`src/ipc_pkg.sv`:
```
// Package with the register map, field positions, reset values and carrier types.
package ipc_pkg;

  localparam int ADDR_W = 8;
  localparam int PC_W = 21;
  localparam int STACK_DEPTH = 31;
  localparam int SP_W = 5;

  // Register byte addresses on the AXI4-Lite port.
  localparam logic [ADDR_W-1:0] ADDR_PRI_ONE = 8'h00;
  localparam logic [ADDR_W-1:0] ADDR_PRI_TWO = 8'h04;
  localparam logic [ADDR_W-1:0] ADDR_PRI_THREE = 8'h08;
  localparam logic [ADDR_W-1:0] ADDR_RESET_CTRL = 8'h0C;
  localparam logic [ADDR_W-1:0] ADDR_MAIN_CTRL = 8'h10;
  localparam logic [ADDR_W-1:0] ADDR_SECOND_CTRL = 8'h14;
  localparam logic [ADDR_W-1:0] ADDR_THIRD_CTRL = 8'h18;
  localparam logic [ADDR_W-1:0] ADDR_T0_LOW = 8'h1C;
  localparam logic [ADDR_W-1:0] ADDR_T0_HIGH = 8'h20;
  localparam logic [ADDR_W-1:0] ADDR_T0_CTRL = 8'h24;

  // Implemented bits and reset values.
  localparam logic [7:0] PRI_ONE_MASK = 8'h7F;
  localparam logic [7:0] PRI_TWO_MASK = 8'hCF;
  localparam logic [7:0] PRI_THREE_MASK = 8'h70;
  localparam logic [7:0] RESET_CTRL_WMASK = 8'hD3;
  localparam logic [7:0] RESET_CTRL_RST = 8'h5C;
  localparam logic [7:0] T0_CTRL_MASK = 8'hC0;
  localparam logic [7:0] T0_CTRL_RST = 8'h40;

  // Field positions.
  localparam int RC_PRIO_EN = 7;
  localparam int RC_WDT_TO = 3;
  localparam int RC_PWR_DN = 2;
  localparam int MC_GIE = 7;
  localparam int MC_PERIPHERAL_IRQ_GLOBAL_ENABLE = 6;
  localparam int MC_T0_EN = 5;
  localparam int MC_X0_EN = 4;
  localparam int MC_RB_EN = 3;
  localparam int MC_T0_FLAG = 2;
  localparam int MC_X0_FLAG = 1;
  localparam int MC_RB_FLAG = 0;
  localparam int SC_EDGE_LSB = 3;
  localparam int SC_T0_PRI = 2;
  localparam int SC_X3_PRI = 1;
  localparam int SC_RB_PRI = 0;
  localparam int TC_X2_PRI = 7;
  localparam int TC_X1_PRI = 6;
  localparam int TC_EN_LSB = 3;
  localparam int TC_FLAG_LSB = 0;
  localparam int T0C_ON = 7;
  localparam int T0C_EIGHT = 6;
  localparam int LCD_SRC = 22;

  localparam logic [1:0] RESP_OKAY = 2'b00;
  localparam logic [1:0] RESP_SLVERR = 2'b10;

  typedef struct packed {
    logic awvalid;
    logic [ADDR_W-1:0] awaddr;
    logic wvalid;
    logic [31:0] wdata;
    logic [3:0] wstrb;
    logic bready;
    logic arvalid;
    logic [ADDR_W-1:0] araddr;
    logic rready;
  } ipc_axi_req_t;

  typedef struct packed {
    logic awready;
    logic wready;
    logic bvalid;
    logic [1:0] bresp;
    logic arready;
    logic rvalid;
    logic [31:0] rdata;
    logic [1:0] rresp;
  } ipc_axi_rsp_t;

  typedef struct packed {
    logic irq_ack;
    logic ret_pop;
    logic [PC_W-1:0] return_pc;
    logic [7:0] working_register;
    logic [7:0] status;
    logic [7:0] bank_select_register;
    logic sleeping;
    logic wdt_timeout;
  } ipc_core_in_t;

  typedef struct packed {
    logic high_req;
    logic low_req;
    logic wake;
    logic wake_vector;
    logic [PC_W-1:0] stack_top;
    logic [SP_W-1:0] stack_ptr;
    logic [7:0] shadow_working;
    logic [7:0] shadow_status;
    logic [7:0] shadow_bank;
  } ipc_core_out_t;

  typedef struct packed {
    logic [23:0] flag;
    logic [23:0] enable;
  } ipc_periph_t;

endpackage

```
`src/ipc_ctrl.sv`:
```
// Interrupt priority controller with external pins, timer zero, port change and context save.
//
// The address map and the AXI4-Lite slave port were decided locally.
`timescale 1ns/1ps

module ipc_ctrl
  import ipc_pkg::*;
(
  input wire logic ref_clk,
  input wire logic reset,
  input wire ipc_axi_req_t axi_req,
  output ipc_axi_rsp_t axi_rsp,
  input wire ipc_core_in_t core_in,
  output ipc_core_out_t core_out,
  input wire ipc_periph_t periph,
  input wire logic [7:0] port_b_pins,
  input wire logic t0_tick,
  input wire logic lcd_type_b_multiplex
);

  typedef struct packed {
    logic aw_got;
    logic [ADDR_W-1:0] aw_addr;
    logic w_got;
    logic [7:0] w_data;
    logic w_lane;
    logic bvalid;
    logic [1:0] bresp;
    logic rvalid;
    logic [7:0] rdata;
    logic [1:0] rresp;
    logic [7:0] pri_one;
    logic [7:0] pri_two;
    logic [7:0] pri_three;
    logic [7:0] reset_ctrl;
    logic [7:0] main_ctrl;
    logic [7:0] second_ctrl;
    logic [7:0] third_ctrl;
    logic [15:0] t0_count;
    logic [7:0] t0_ctrl;
    logic [7:0] pins_prev;
    logic sleep_prev;
    logic [3:0] en_at_sleep;
    logic high_req;
    logic low_req;
    logic wake;
    logic wake_vector;
    logic [STACK_DEPTH-1:0][PC_W-1:0] stack;
    logic [SP_W-1:0] sp;
    logic [7:0] sh_working;
    logic [7:0] sh_status;
    logic [7:0] sh_bank;
  } ipc_state_t;

  ipc_state_t s;
  ipc_state_t next_s;

  ////////////////////////////////////////////////////////////////////////////
  // Register read decode.

  function automatic logic [8:0] read_reg(input ipc_state_t st, input logic [ADDR_W-1:0] a);
    logic [8:0] r;
    r = {1'b1, 8'h00};
    unique case (a)
      ADDR_PRI_ONE: r[7:0] = st.pri_one & PRI_ONE_MASK;
      ADDR_PRI_TWO: r[7:0] = st.pri_two & PRI_TWO_MASK;
      ADDR_PRI_THREE: r[7:0] = st.pri_three & PRI_THREE_MASK;
      ADDR_RESET_CTRL: r[7:0] = st.reset_ctrl;
      ADDR_MAIN_CTRL: r[7:0] = st.main_ctrl;
      ADDR_SECOND_CTRL: r[7:0] = st.second_ctrl;
      ADDR_THIRD_CTRL: r[7:0] = st.third_ctrl;
      ADDR_T0_LOW: r[7:0] = st.t0_count[7:0];
      ADDR_T0_HIGH: r[7:0] = st.t0_count[15:8];
      ADDR_T0_CTRL: r[7:0] = st.t0_ctrl;
      default: r[8] = 1'b0;
    endcase
    return r;
  endfunction

  ////////////////////////////////////////////////////////////////////////////
  // Next-state logic.

  logic do_write;
  logic [8:0] wr_hit;
  logic [8:0] rd_val;
  logic [7:0] rise;
  logic [7:0] fall;
  logic [3:0] ext_edge;
  logic [3:0] edge_sel;
  logic rb_change;
  logic t0_ovf;
  logic [16:0] t0_sum;
  logic [5:0] src_act;
  logic [5:0] src_pri;
  logic [23:0] per_act;
  logic [23:0] per_pri;
  logic any_high;
  logic any_low;
  logic any_core;
  logic any_per;
  logic sleep_entry;

  always_comb begin
    next_s = s;
    do_write = s.aw_got && s.w_got && !s.bvalid;
    wr_hit = read_reg(s, s.aw_addr);
    rd_val = read_reg(s, axi_req.araddr);

    // AXI channel bookkeeping; address and data may arrive in either order.
    if (axi_req.awvalid && !s.aw_got) begin
      next_s.aw_got = 1'b1;
      next_s.aw_addr = axi_req.awaddr;
    end
    if (axi_req.wvalid && !s.w_got) begin
      next_s.w_got = 1'b1;
      next_s.w_data = axi_req.wdata[7:0];
      next_s.w_lane = axi_req.wstrb[0];
    end
    if (s.bvalid && axi_req.bready) begin
      next_s.bvalid = 1'b0;
    end
    if (do_write) begin
      next_s.aw_got = 1'b0;
      next_s.w_got = 1'b0;
      next_s.bvalid = 1'b1;
      next_s.bresp = wr_hit[8] ? RESP_OKAY : RESP_SLVERR;
    end
    if (s.rvalid && axi_req.rready) begin
      next_s.rvalid = 1'b0;
    end
    if (axi_req.arvalid && !s.rvalid) begin
      next_s.rvalid = 1'b1;
      next_s.rdata = rd_val[7:0];
      next_s.rresp = rd_val[8] ? RESP_OKAY : RESP_SLVERR;
    end

    // Software writes; only byte lane 0 carries register data.
    if (do_write && s.w_lane) begin
      unique case (s.aw_addr)
        ADDR_PRI_ONE: next_s.pri_one = s.w_data & PRI_ONE_MASK;
        ADDR_PRI_TWO: next_s.pri_two = s.w_data & PRI_TWO_MASK;
        ADDR_PRI_THREE: next_s.pri_three = s.w_data & PRI_THREE_MASK;
        ADDR_RESET_CTRL: begin
          next_s.reset_ctrl = (s.w_data & RESET_CTRL_WMASK) |
                              (s.reset_ctrl & ~RESET_CTRL_WMASK);
        end
        ADDR_MAIN_CTRL: next_s.main_ctrl = s.w_data;
        ADDR_SECOND_CTRL: next_s.second_ctrl = s.w_data;
        ADDR_THIRD_CTRL: next_s.third_ctrl = s.w_data;
        ADDR_T0_LOW: next_s.t0_count[7:0] = s.w_data;
        ADDR_T0_HIGH: next_s.t0_count[15:8] = s.w_data;
        ADDR_T0_CTRL: next_s.t0_ctrl = s.w_data & T0_CTRL_MASK;
        default: next_s.t0_ctrl = s.t0_ctrl;
      endcase
    end

    // Pin events: each sample is compared with the one taken a cycle earlier.
    next_s.pins_prev = port_b_pins;
    rise = port_b_pins & ~s.pins_prev;
    fall = ~port_b_pins & s.pins_prev;
    edge_sel = s.second_ctrl[SC_EDGE_LSB +: 4];
    ext_edge = (edge_sel & rise[3:0]) | (~edge_sel & fall[3:0]);
    rb_change = |(rise[7:4] | fall[7:4]);

    // Timer zero counts on the tick enable.
    t0_sum = {1'b0, next_s.t0_count} + 17'h00001;
    t0_ovf = 1'b0;
    if (s.t0_ctrl[T0C_ON] && t0_tick) begin
      if (s.t0_ctrl[T0C_EIGHT]) begin
        t0_ovf = (next_s.t0_count[7:0] == 8'hFF);
        next_s.t0_count[7:0] = t0_sum[7:0];
      end else begin
        t0_ovf = t0_sum[16];
        next_s.t0_count = t0_sum[15:0];
      end
    end

    // Hardware sets a flag after the software write, so a set in the same
    // cycle as a clear is kept. Nothing here ever clears these flags.
    next_s.main_ctrl[MC_X0_FLAG] = next_s.main_ctrl[MC_X0_FLAG] | ext_edge[0];
    next_s.third_ctrl[TC_FLAG_LSB +: 3] = next_s.third_ctrl[TC_FLAG_LSB +: 3] |
                                          ext_edge[3:1];
    next_s.main_ctrl[MC_RB_FLAG] = next_s.main_ctrl[MC_RB_FLAG] | rb_change;
    next_s.main_ctrl[MC_T0_FLAG] = next_s.main_ctrl[MC_T0_FLAG] | t0_ovf;

    // Core-side sources in order timer, pin0, pin1, pin2, pin3, port change.
    src_act[0] = s.main_ctrl[MC_T0_FLAG] && s.main_ctrl[MC_T0_EN];
    src_act[1] = s.main_ctrl[MC_X0_FLAG] && s.main_ctrl[MC_X0_EN];
    src_act[4:2] = s.third_ctrl[TC_FLAG_LSB +: 3] & s.third_ctrl[TC_EN_LSB +: 3];
    src_act[5] = s.main_ctrl[MC_RB_FLAG] && s.main_ctrl[MC_RB_EN];
    src_pri[0] = s.second_ctrl[SC_T0_PRI];
    src_pri[1] = 1'b1;
    src_pri[2] = s.third_ctrl[TC_X1_PRI];
    src_pri[3] = s.third_ctrl[TC_X2_PRI];
    src_pri[4] = s.second_ctrl[SC_X3_PRI];
    src_pri[5] = s.second_ctrl[SC_RB_PRI];

    // The display source is dropped unless its waveform makes it meaningful.
    per_act = periph.flag & periph.enable;
    per_act[LCD_SRC] = per_act[LCD_SRC] && lcd_type_b_multiplex;
    per_pri = {s.pri_three & PRI_THREE_MASK, s.pri_two & PRI_TWO_MASK,
               s.pri_one & PRI_ONE_MASK};

    any_core = |src_act;
    any_per = |per_act;
    any_high = |(src_act & src_pri) || |(per_act & per_pri);
    any_low = |(src_act & ~src_pri) || |(per_act & ~per_pri);
    if (s.reset_ctrl[RC_PRIO_EN]) begin
      next_s.high_req = s.main_ctrl[MC_GIE] && any_high;
      next_s.low_req = s.main_ctrl[MC_GIE] && s.main_ctrl[MC_PERIPHERAL_IRQ_GLOBAL_ENABLE] && any_low;
    end else begin
      // Legacy single level; everything goes out on the high request line.
      next_s.high_req = s.main_ctrl[MC_GIE] &&
                        (any_core || (s.main_ctrl[MC_PERIPHERAL_IRQ_GLOBAL_ENABLE] && any_per));
      next_s.low_req = 1'b0;
    end

    // Sleep entry freezes the pin enables that may wake the core.
    sleep_entry = core_in.sleeping && !s.sleep_prev;
    next_s.sleep_prev = core_in.sleeping;
    if (sleep_entry) begin
      next_s.en_at_sleep = {s.third_ctrl[TC_EN_LSB +: 3], s.main_ctrl[MC_X0_EN]};
      next_s.reset_ctrl[RC_PWR_DN] = 1'b0;
    end
    if (core_in.wdt_timeout) begin
      next_s.reset_ctrl[RC_WDT_TO] = 1'b0;
    end
    next_s.wake = core_in.sleeping && !sleep_entry &&
                  |(ext_edge & s.en_at_sleep);
    next_s.wake_vector = next_s.wake && s.main_ctrl[MC_GIE];

    // Interrupt entry: a full stack refuses the push instead of wrapping.
    if (core_in.irq_ack) begin
      if (s.sp < SP_W'(STACK_DEPTH)) begin
        next_s.stack[s.sp] = core_in.return_pc;
        next_s.sp = s.sp + 5'h01;
      end
      next_s.sh_working = core_in.working_register;
      next_s.sh_status = core_in.status;
      next_s.sh_bank = core_in.bank_select_register;
    end else if (core_in.ret_pop && s.sp != 5'h00) begin
      next_s.sp = s.sp - 5'h01;
    end
  end

  ////////////////////////////////////////////////////////////////////////////
  // State register.

  always_ff @(posedge ref_clk or posedge reset) begin
    if (reset) begin
      s <= '0;
      s.pri_one <= PRI_ONE_MASK;
      s.pri_two <= PRI_TWO_MASK;
      s.pri_three <= PRI_THREE_MASK;
      s.reset_ctrl <= RESET_CTRL_RST;
      s.t0_ctrl <= T0_CTRL_RST;
    end else begin
      s <= next_s;
    end
  end

  ////////////////////////////////////////////////////////////////////////////
  // Outputs.

  always_comb begin
    axi_rsp.awready = !s.aw_got;
    axi_rsp.wready = !s.w_got;
    axi_rsp.bvalid = s.bvalid;
    axi_rsp.bresp = s.bresp;
    axi_rsp.arready = !s.rvalid;
    axi_rsp.rvalid = s.rvalid;
    axi_rsp.rdata = {24'h000000, s.rdata};
    axi_rsp.rresp = s.rresp;
    core_out.high_req = s.high_req;
    core_out.low_req = s.low_req;
    core_out.wake = s.wake;
    core_out.wake_vector = s.wake_vector;
    core_out.stack_top = (s.sp == 5'h00) ? 21'h000000 : s.stack[s.sp - 5'h01];
    core_out.stack_ptr = s.sp;
    core_out.shadow_working = s.sh_working;
    core_out.shadow_status = s.sh_status;
    core_out.shadow_bank = s.sh_bank;
  end

endmodule

```
`config.mk`:
```
export PLATFORM = sky130hd
export DESIGN_NAME = ipc_ctrl
export DESIGN_NICKNAME = d
export VERILOG_FILES = /design/src/ipc_pkg.sv /design/src/ipc_ctrl.sv
export SDC_FILE = /design/constraint.sdc
export NUM_CORES = 2
export LEC_CHECK = 0
export BUFFER_PORTS_ARGS = -buffer_cell sky130_fd_sc_hd__buf_4
export CORE_MARGIN = 4
export CORE_UTILIZATION = 55
export DETAILED_ROUTE_END_ITERATION = 8
export PLACE_DENSITY = 0.74
export SYNTH_ARGS = -nofsm -noshare
export SYNTH_HDL_FRONTEND = slang
export SYNTH_SLANG_ARGS = --single-unit
```
`constraint.sdc`:
```
create_clock -name ref_clk -period 40.7 [get_ports ref_clk]
set_clock_uncertainty 0.05 [all_clocks]
set_input_delay 12.21 -clock ref_clk [delete_from_list [all_inputs] [get_ports ref_clk]]
set_output_delay 12.21 -clock ref_clk [all_outputs]
set_load 0.02 [all_outputs]
```
* Word-level counts from Yosys, hierarchy flattened
Cells that the tools add are included.
Storage, ports and cells: register bits after elaboration 796, input bits 166
Cells by class: add/subtract/negate cells 3, $lt $le $gt $ge 4, equal/unequal tests 20, multiplexer cells 37, bitwise operators 23, reduce and logical (&&, ||, !) cells 68
Operator list (count):
- bitwise mux 651 bit | 1
- binary-select mux 21 bit (select 5 bit) | 1
- demux 21 bit (select 5 bit) | 1
- one-hot mux 8 bit (10 select lines) | 1
- OR reduction 24 bit | 3
- equality test 8 x 5 -> 1 bit (second input constant) | 8
- 2-to-1 mux 21 bit | 3
- 2-to-1 mux 8 bit | 7
- 2-to-1 mux 52 bit | 1
- bitwise AND 24 bit | 2
- equality test 8 x 4 -> 1 bit (second input constant) | 4
- equality test 8 x 6 -> 1 bit (second input constant) | 4
- bitwise AND 24 x 23 -> 24 bit | 1
- logical AND 1 bit | 24
- NOT 23 -> 24 bit | 1
- AND reduction 2 bit | 12
- OR reduction 10 bit | 2
- nonzero test 2 bit | 9
- OR reduction 6 bit | 3
- adder 16 x 1 -> 17 bit (second input constant) | 1
- bitwise AND 8 bit | 2
- equality test 8 x 3 -> 1 bit (second input constant) | 2
- logical NOT 8 bit | 2
- 2-to-1 mux 16 bit | 1
- 30 further kinds | 59

* Longest topological paths before layout
depth in word-level cells 8, gate-level depth with buffers 13

* Worst setup path after synthesis
OpenSTA, ideal clock, no wires.
path kind register -> output, from register s, in the netlist core_out[24], to output core_out[29] in the netlist's numbering, arrival 2905 ps, data required time 28440 ps, setup slack 25535 ps, stages on the path, launching flop included 13, path through dfrtp_1 > buf_2 > inv_1 > clkbuf_1 > ha_1 > buf_2 > xor2_1 > buf_2 > buf_2 > clkbuf_1 > mux4_2 > mux2i_1 > o221ai_1
RTL lines:
- start, declared | line ipc_ctrl.sv:55 | ipc_state_t s;
- start signal, assigned | line ipc_ctrl.sv:258 | s <= next_s;
- end, declared | line ipc_ctrl.sv:14 | output ipc_core_out_t core_out,

==> impl_metrics.toml <==
[critical_path]
critPathMaxStageDelay_ps = 830
cp.required_ps = 28440
crit_fanout = 58
r2r_cells = 6
path_delay_family = "buffers and inverters"
cp_slowest_cell = "ha_4"
end_kind = "output pin"
r2r_end = "s[356]$_DFFE_PP0P_"
critPathKind = "reg -> out"
cp_num_buf_inv = 4
crit_chain = "inv_1, buf_4, ha_4, buf_4, mux4_2, and2_1, a211oi_1, nor2_1, a21oi_1, a22oi_1, buf_4"
r2r_setup_slack_ps = 37010
worstReg2RegStart = "core_out[24]$_DFFE_PP0P_"
startpoint_type = "flip-flop"
arrival_ps = 5200
cp_common_cell = "buf_4"

[pwr]
ir_worst_vdd_v = 0.0000633
finalPower_w = 0.00350
clock_power_share = 0.220
seq_power_share = 0.374
p_per_area_nw_per_um2 = 83.3
power_frac_comb = 0.406
power.leakage_nw = 18.6
internal-power_w = 0.00231
sw_frac_of_total = 0.339
p_sw_w = 0.00119

[timing]
max_slew.worst_pin.slew_ps = 1110
setup_viol = 0
layout_setup_ws_ps = 23240
finalMaxSlewViolations = 0
rsz0062_at_grt = "no"
hold_viol = 0
period_needed_ps = 17460
max_freq_mhz = 57.3
setup_tns_ps = 0
finalCritPeriodShare = 0.429
slew_headroom = 0.257

[hold_path]
hold_path_depth = 2
hold_class = "reg -> reg"
hp-start = "axi_rsp[5]$_DFFE_PP0P_"
timing.hold.worst_endpoint = "axi_rsp[5]$_DFFE_PP0P_"

[floorplanning]
num_rows = 95
fp.coreArea_um2 = 67300
io_pins = 261
die_w_um = 269
initial_core_util = 0.555
die_area_um2 = 72100
fp.dieH_um = 269

[routing]
dr.pass1.iters = 7
wl_um = 92800
viasPerCell = 6.27
wl_per_cell_um = 25.6
drc_errors = 0
num_vias = 22755
ant_nets = 0
drt-initial-drc-count = 1866

[finish]
diodes = 0
finish.instance_area_um2 = 42000
area_growth_pct = 12.5
nets = 2866
layout-drive-gt1-share = 0.502

[yosys]
async_flop_share = 1.00
yosysTopAreaCell = "dfrtp_1"
yosysWarnings = 0
synthFlopType = "dfrtp_1"
synth_edf_count = 0
yosys-top-cells-area = "dfrtp_1 52%, mux2_2 23%, mux4_2 11%"
netlist_instances = 2613
ys_types = 64
synth_commonest_cells = "772 x dfrtp_1, 758 x mux2_2, 175 x mux4_2"
synth.most_common_cell = "dfrtp_1"
yosysTopAreaCellShare = 0.517
synth-seq-cells = 793
syn_area_um2 = 37300
yosysSeqAreaShare = 0.532
synth_area_per_cell_um2 = 14.3

[global_route]
grt_first_pass_wirelength_um = 145000
grt_pass1_vias = 24485
antenna_found_initial = 1
grt-ovfl-total = 0
grt_max_degree = 127
grt_util_all_layers = 0.260

[placed_design]
place_ws_ps = 22870
gp_congestion = 0.906
post-dp-hpwl_um = 58200
port_buffers = 207
placed_cell_area_um2 = 39200

[clocking]
worstSkewPairLatency_ps = 630
ctsHoldBuffers = 0
path_clk_slew_ps = 60
cts_resized = 0
cts_buffers = 83
cts_buffer_depth = 3
cts_tree = "built"
clock-sinks = 793
cts_root_buf = "clkbuf_16"
htreeDepth = 3
postCtsSetupRepairBufs = 0

[outcome]
outcome = "complete, no violations"

[flow_run]
maxCapViolations = 0
## worst max path at each step
stage	slack [ps]	from	cells after the start	endpoint
final	23240	core_out[24]$_DFFE_PP0P_	11	core_out[48]
after global routing	22890	reset	7	s[570]$_DFFE_PP0P_
after CTS	23230	core_out[24]$_DFFE_PP0P_	11	core_out[48]
after detailed placement	22870	reset	7	s[570]$_DFFE_PP0P_
after global placement	23240	reset	7	s[383]$_DFFE_PP0P_
after floorplan	6210	reset	1	axi_rsp[1]$_DFFE_PP0P_
## power by group through the flow
stage / registers (W) / logic, W / clock network, W
2_1_floorplan: 0.00123 / 0.00108 / 0
3_3_place_gp: 0.00128 / 0.00138 / 0
3_5_place_dp: 0.00131 / 0.00142 / 0
4_1_cts: 0.00130 / 0.00142 / 0.000785
5_1_grt: 0.00134 / 0.00151 / 0.000819
6_report: 0.00131 / 0.00142 / 0.000771
## placed cells by master, fill, tap and decap left out, drive strengths merged, types with 6 or more instances in the layout
cell / n
a21oi: 51
a22o: 9
a22oi: 14
a31o: 6
and2: 7
and3: 21
buf: 257
clkbuf: 125
clkinv: 13
conb: 26
dfrtp: 772
dfstp: 21
ha: 6
inv: 15
mux2: 758
mux2i: 44
mux4: 175
nand2: 120
nand2b: 6
nand3: 50
nand4: 20
nor2: 76
nor2b: 10
nor3: 12
o21ai: 21
o221ai: 14
o22ai: 12
xnor2: 15
xor2: 17
## flip-flops by register name, summed over array words and instances, names as in the netlist
name	cells
edge_sel	4
per_pri	16
axi_rsp	12
core_out	33
s	728
## kinds of logic after synthesis
kind of cell,Yosys count,synth area share
compound gates,163,0.0295
xor+xnor,32,0.00771
fa+ha+maj,6,0.00201
buf+inv,298,0.0389
flops,793,0.532
mux,977,0.346
other cells,1,0.000100
simple gates,343,0.0436
## per-stage QoR
step | hold WS (ps) | cells | util
final | 444 | 3628 | 0.624
after global routing | 455 | 3628 | 0.624
after CTS | 444 | 3628 | 0.624
after detailed placement | 421 | 3482 | 0.583
after global placement | 426 | 3482 | 0.583
after floorplan | 401 | 2638 | -
## layout make-up
type / instances / area (µm²)
Timing Repair Buffer: 257 / 1940
Clock inverter: 21 / 272
Multi-Input combinational cell: 1547 / 16200
Sequential cell: 793 / 19900
Inverter: 12 / 52.6
Fill cell: 4853 / 25300
Clock buffer: 125 / 2520
Tap cell: 873 / 1090
## worst reg2reg max path, cell delays in order, from the launching register on
cell and delay (ps):
dfrtp_4 620, buf_12 640, ha_1 570, nand2_1 200, nor2_2 700, buf_4 400
mux2_2 380
## layer usage
metal | track usage | vias to the layer above | share of wire | routed length (µm)
li1 | - | 9639 | - | -
met1 | 0.349 | 12238 | 0.41 | 38200
met2 | 0.441 | 691 | 0.51 | 46900
met3 | 0.0448 | 185 | 0.052 | 4780
met4 | 0.0801 | 2 | 0.030 | 2800
met5 | 0 | - | 0.00014 | 13
Note: power is estimated with default switching activity, not from simulation.
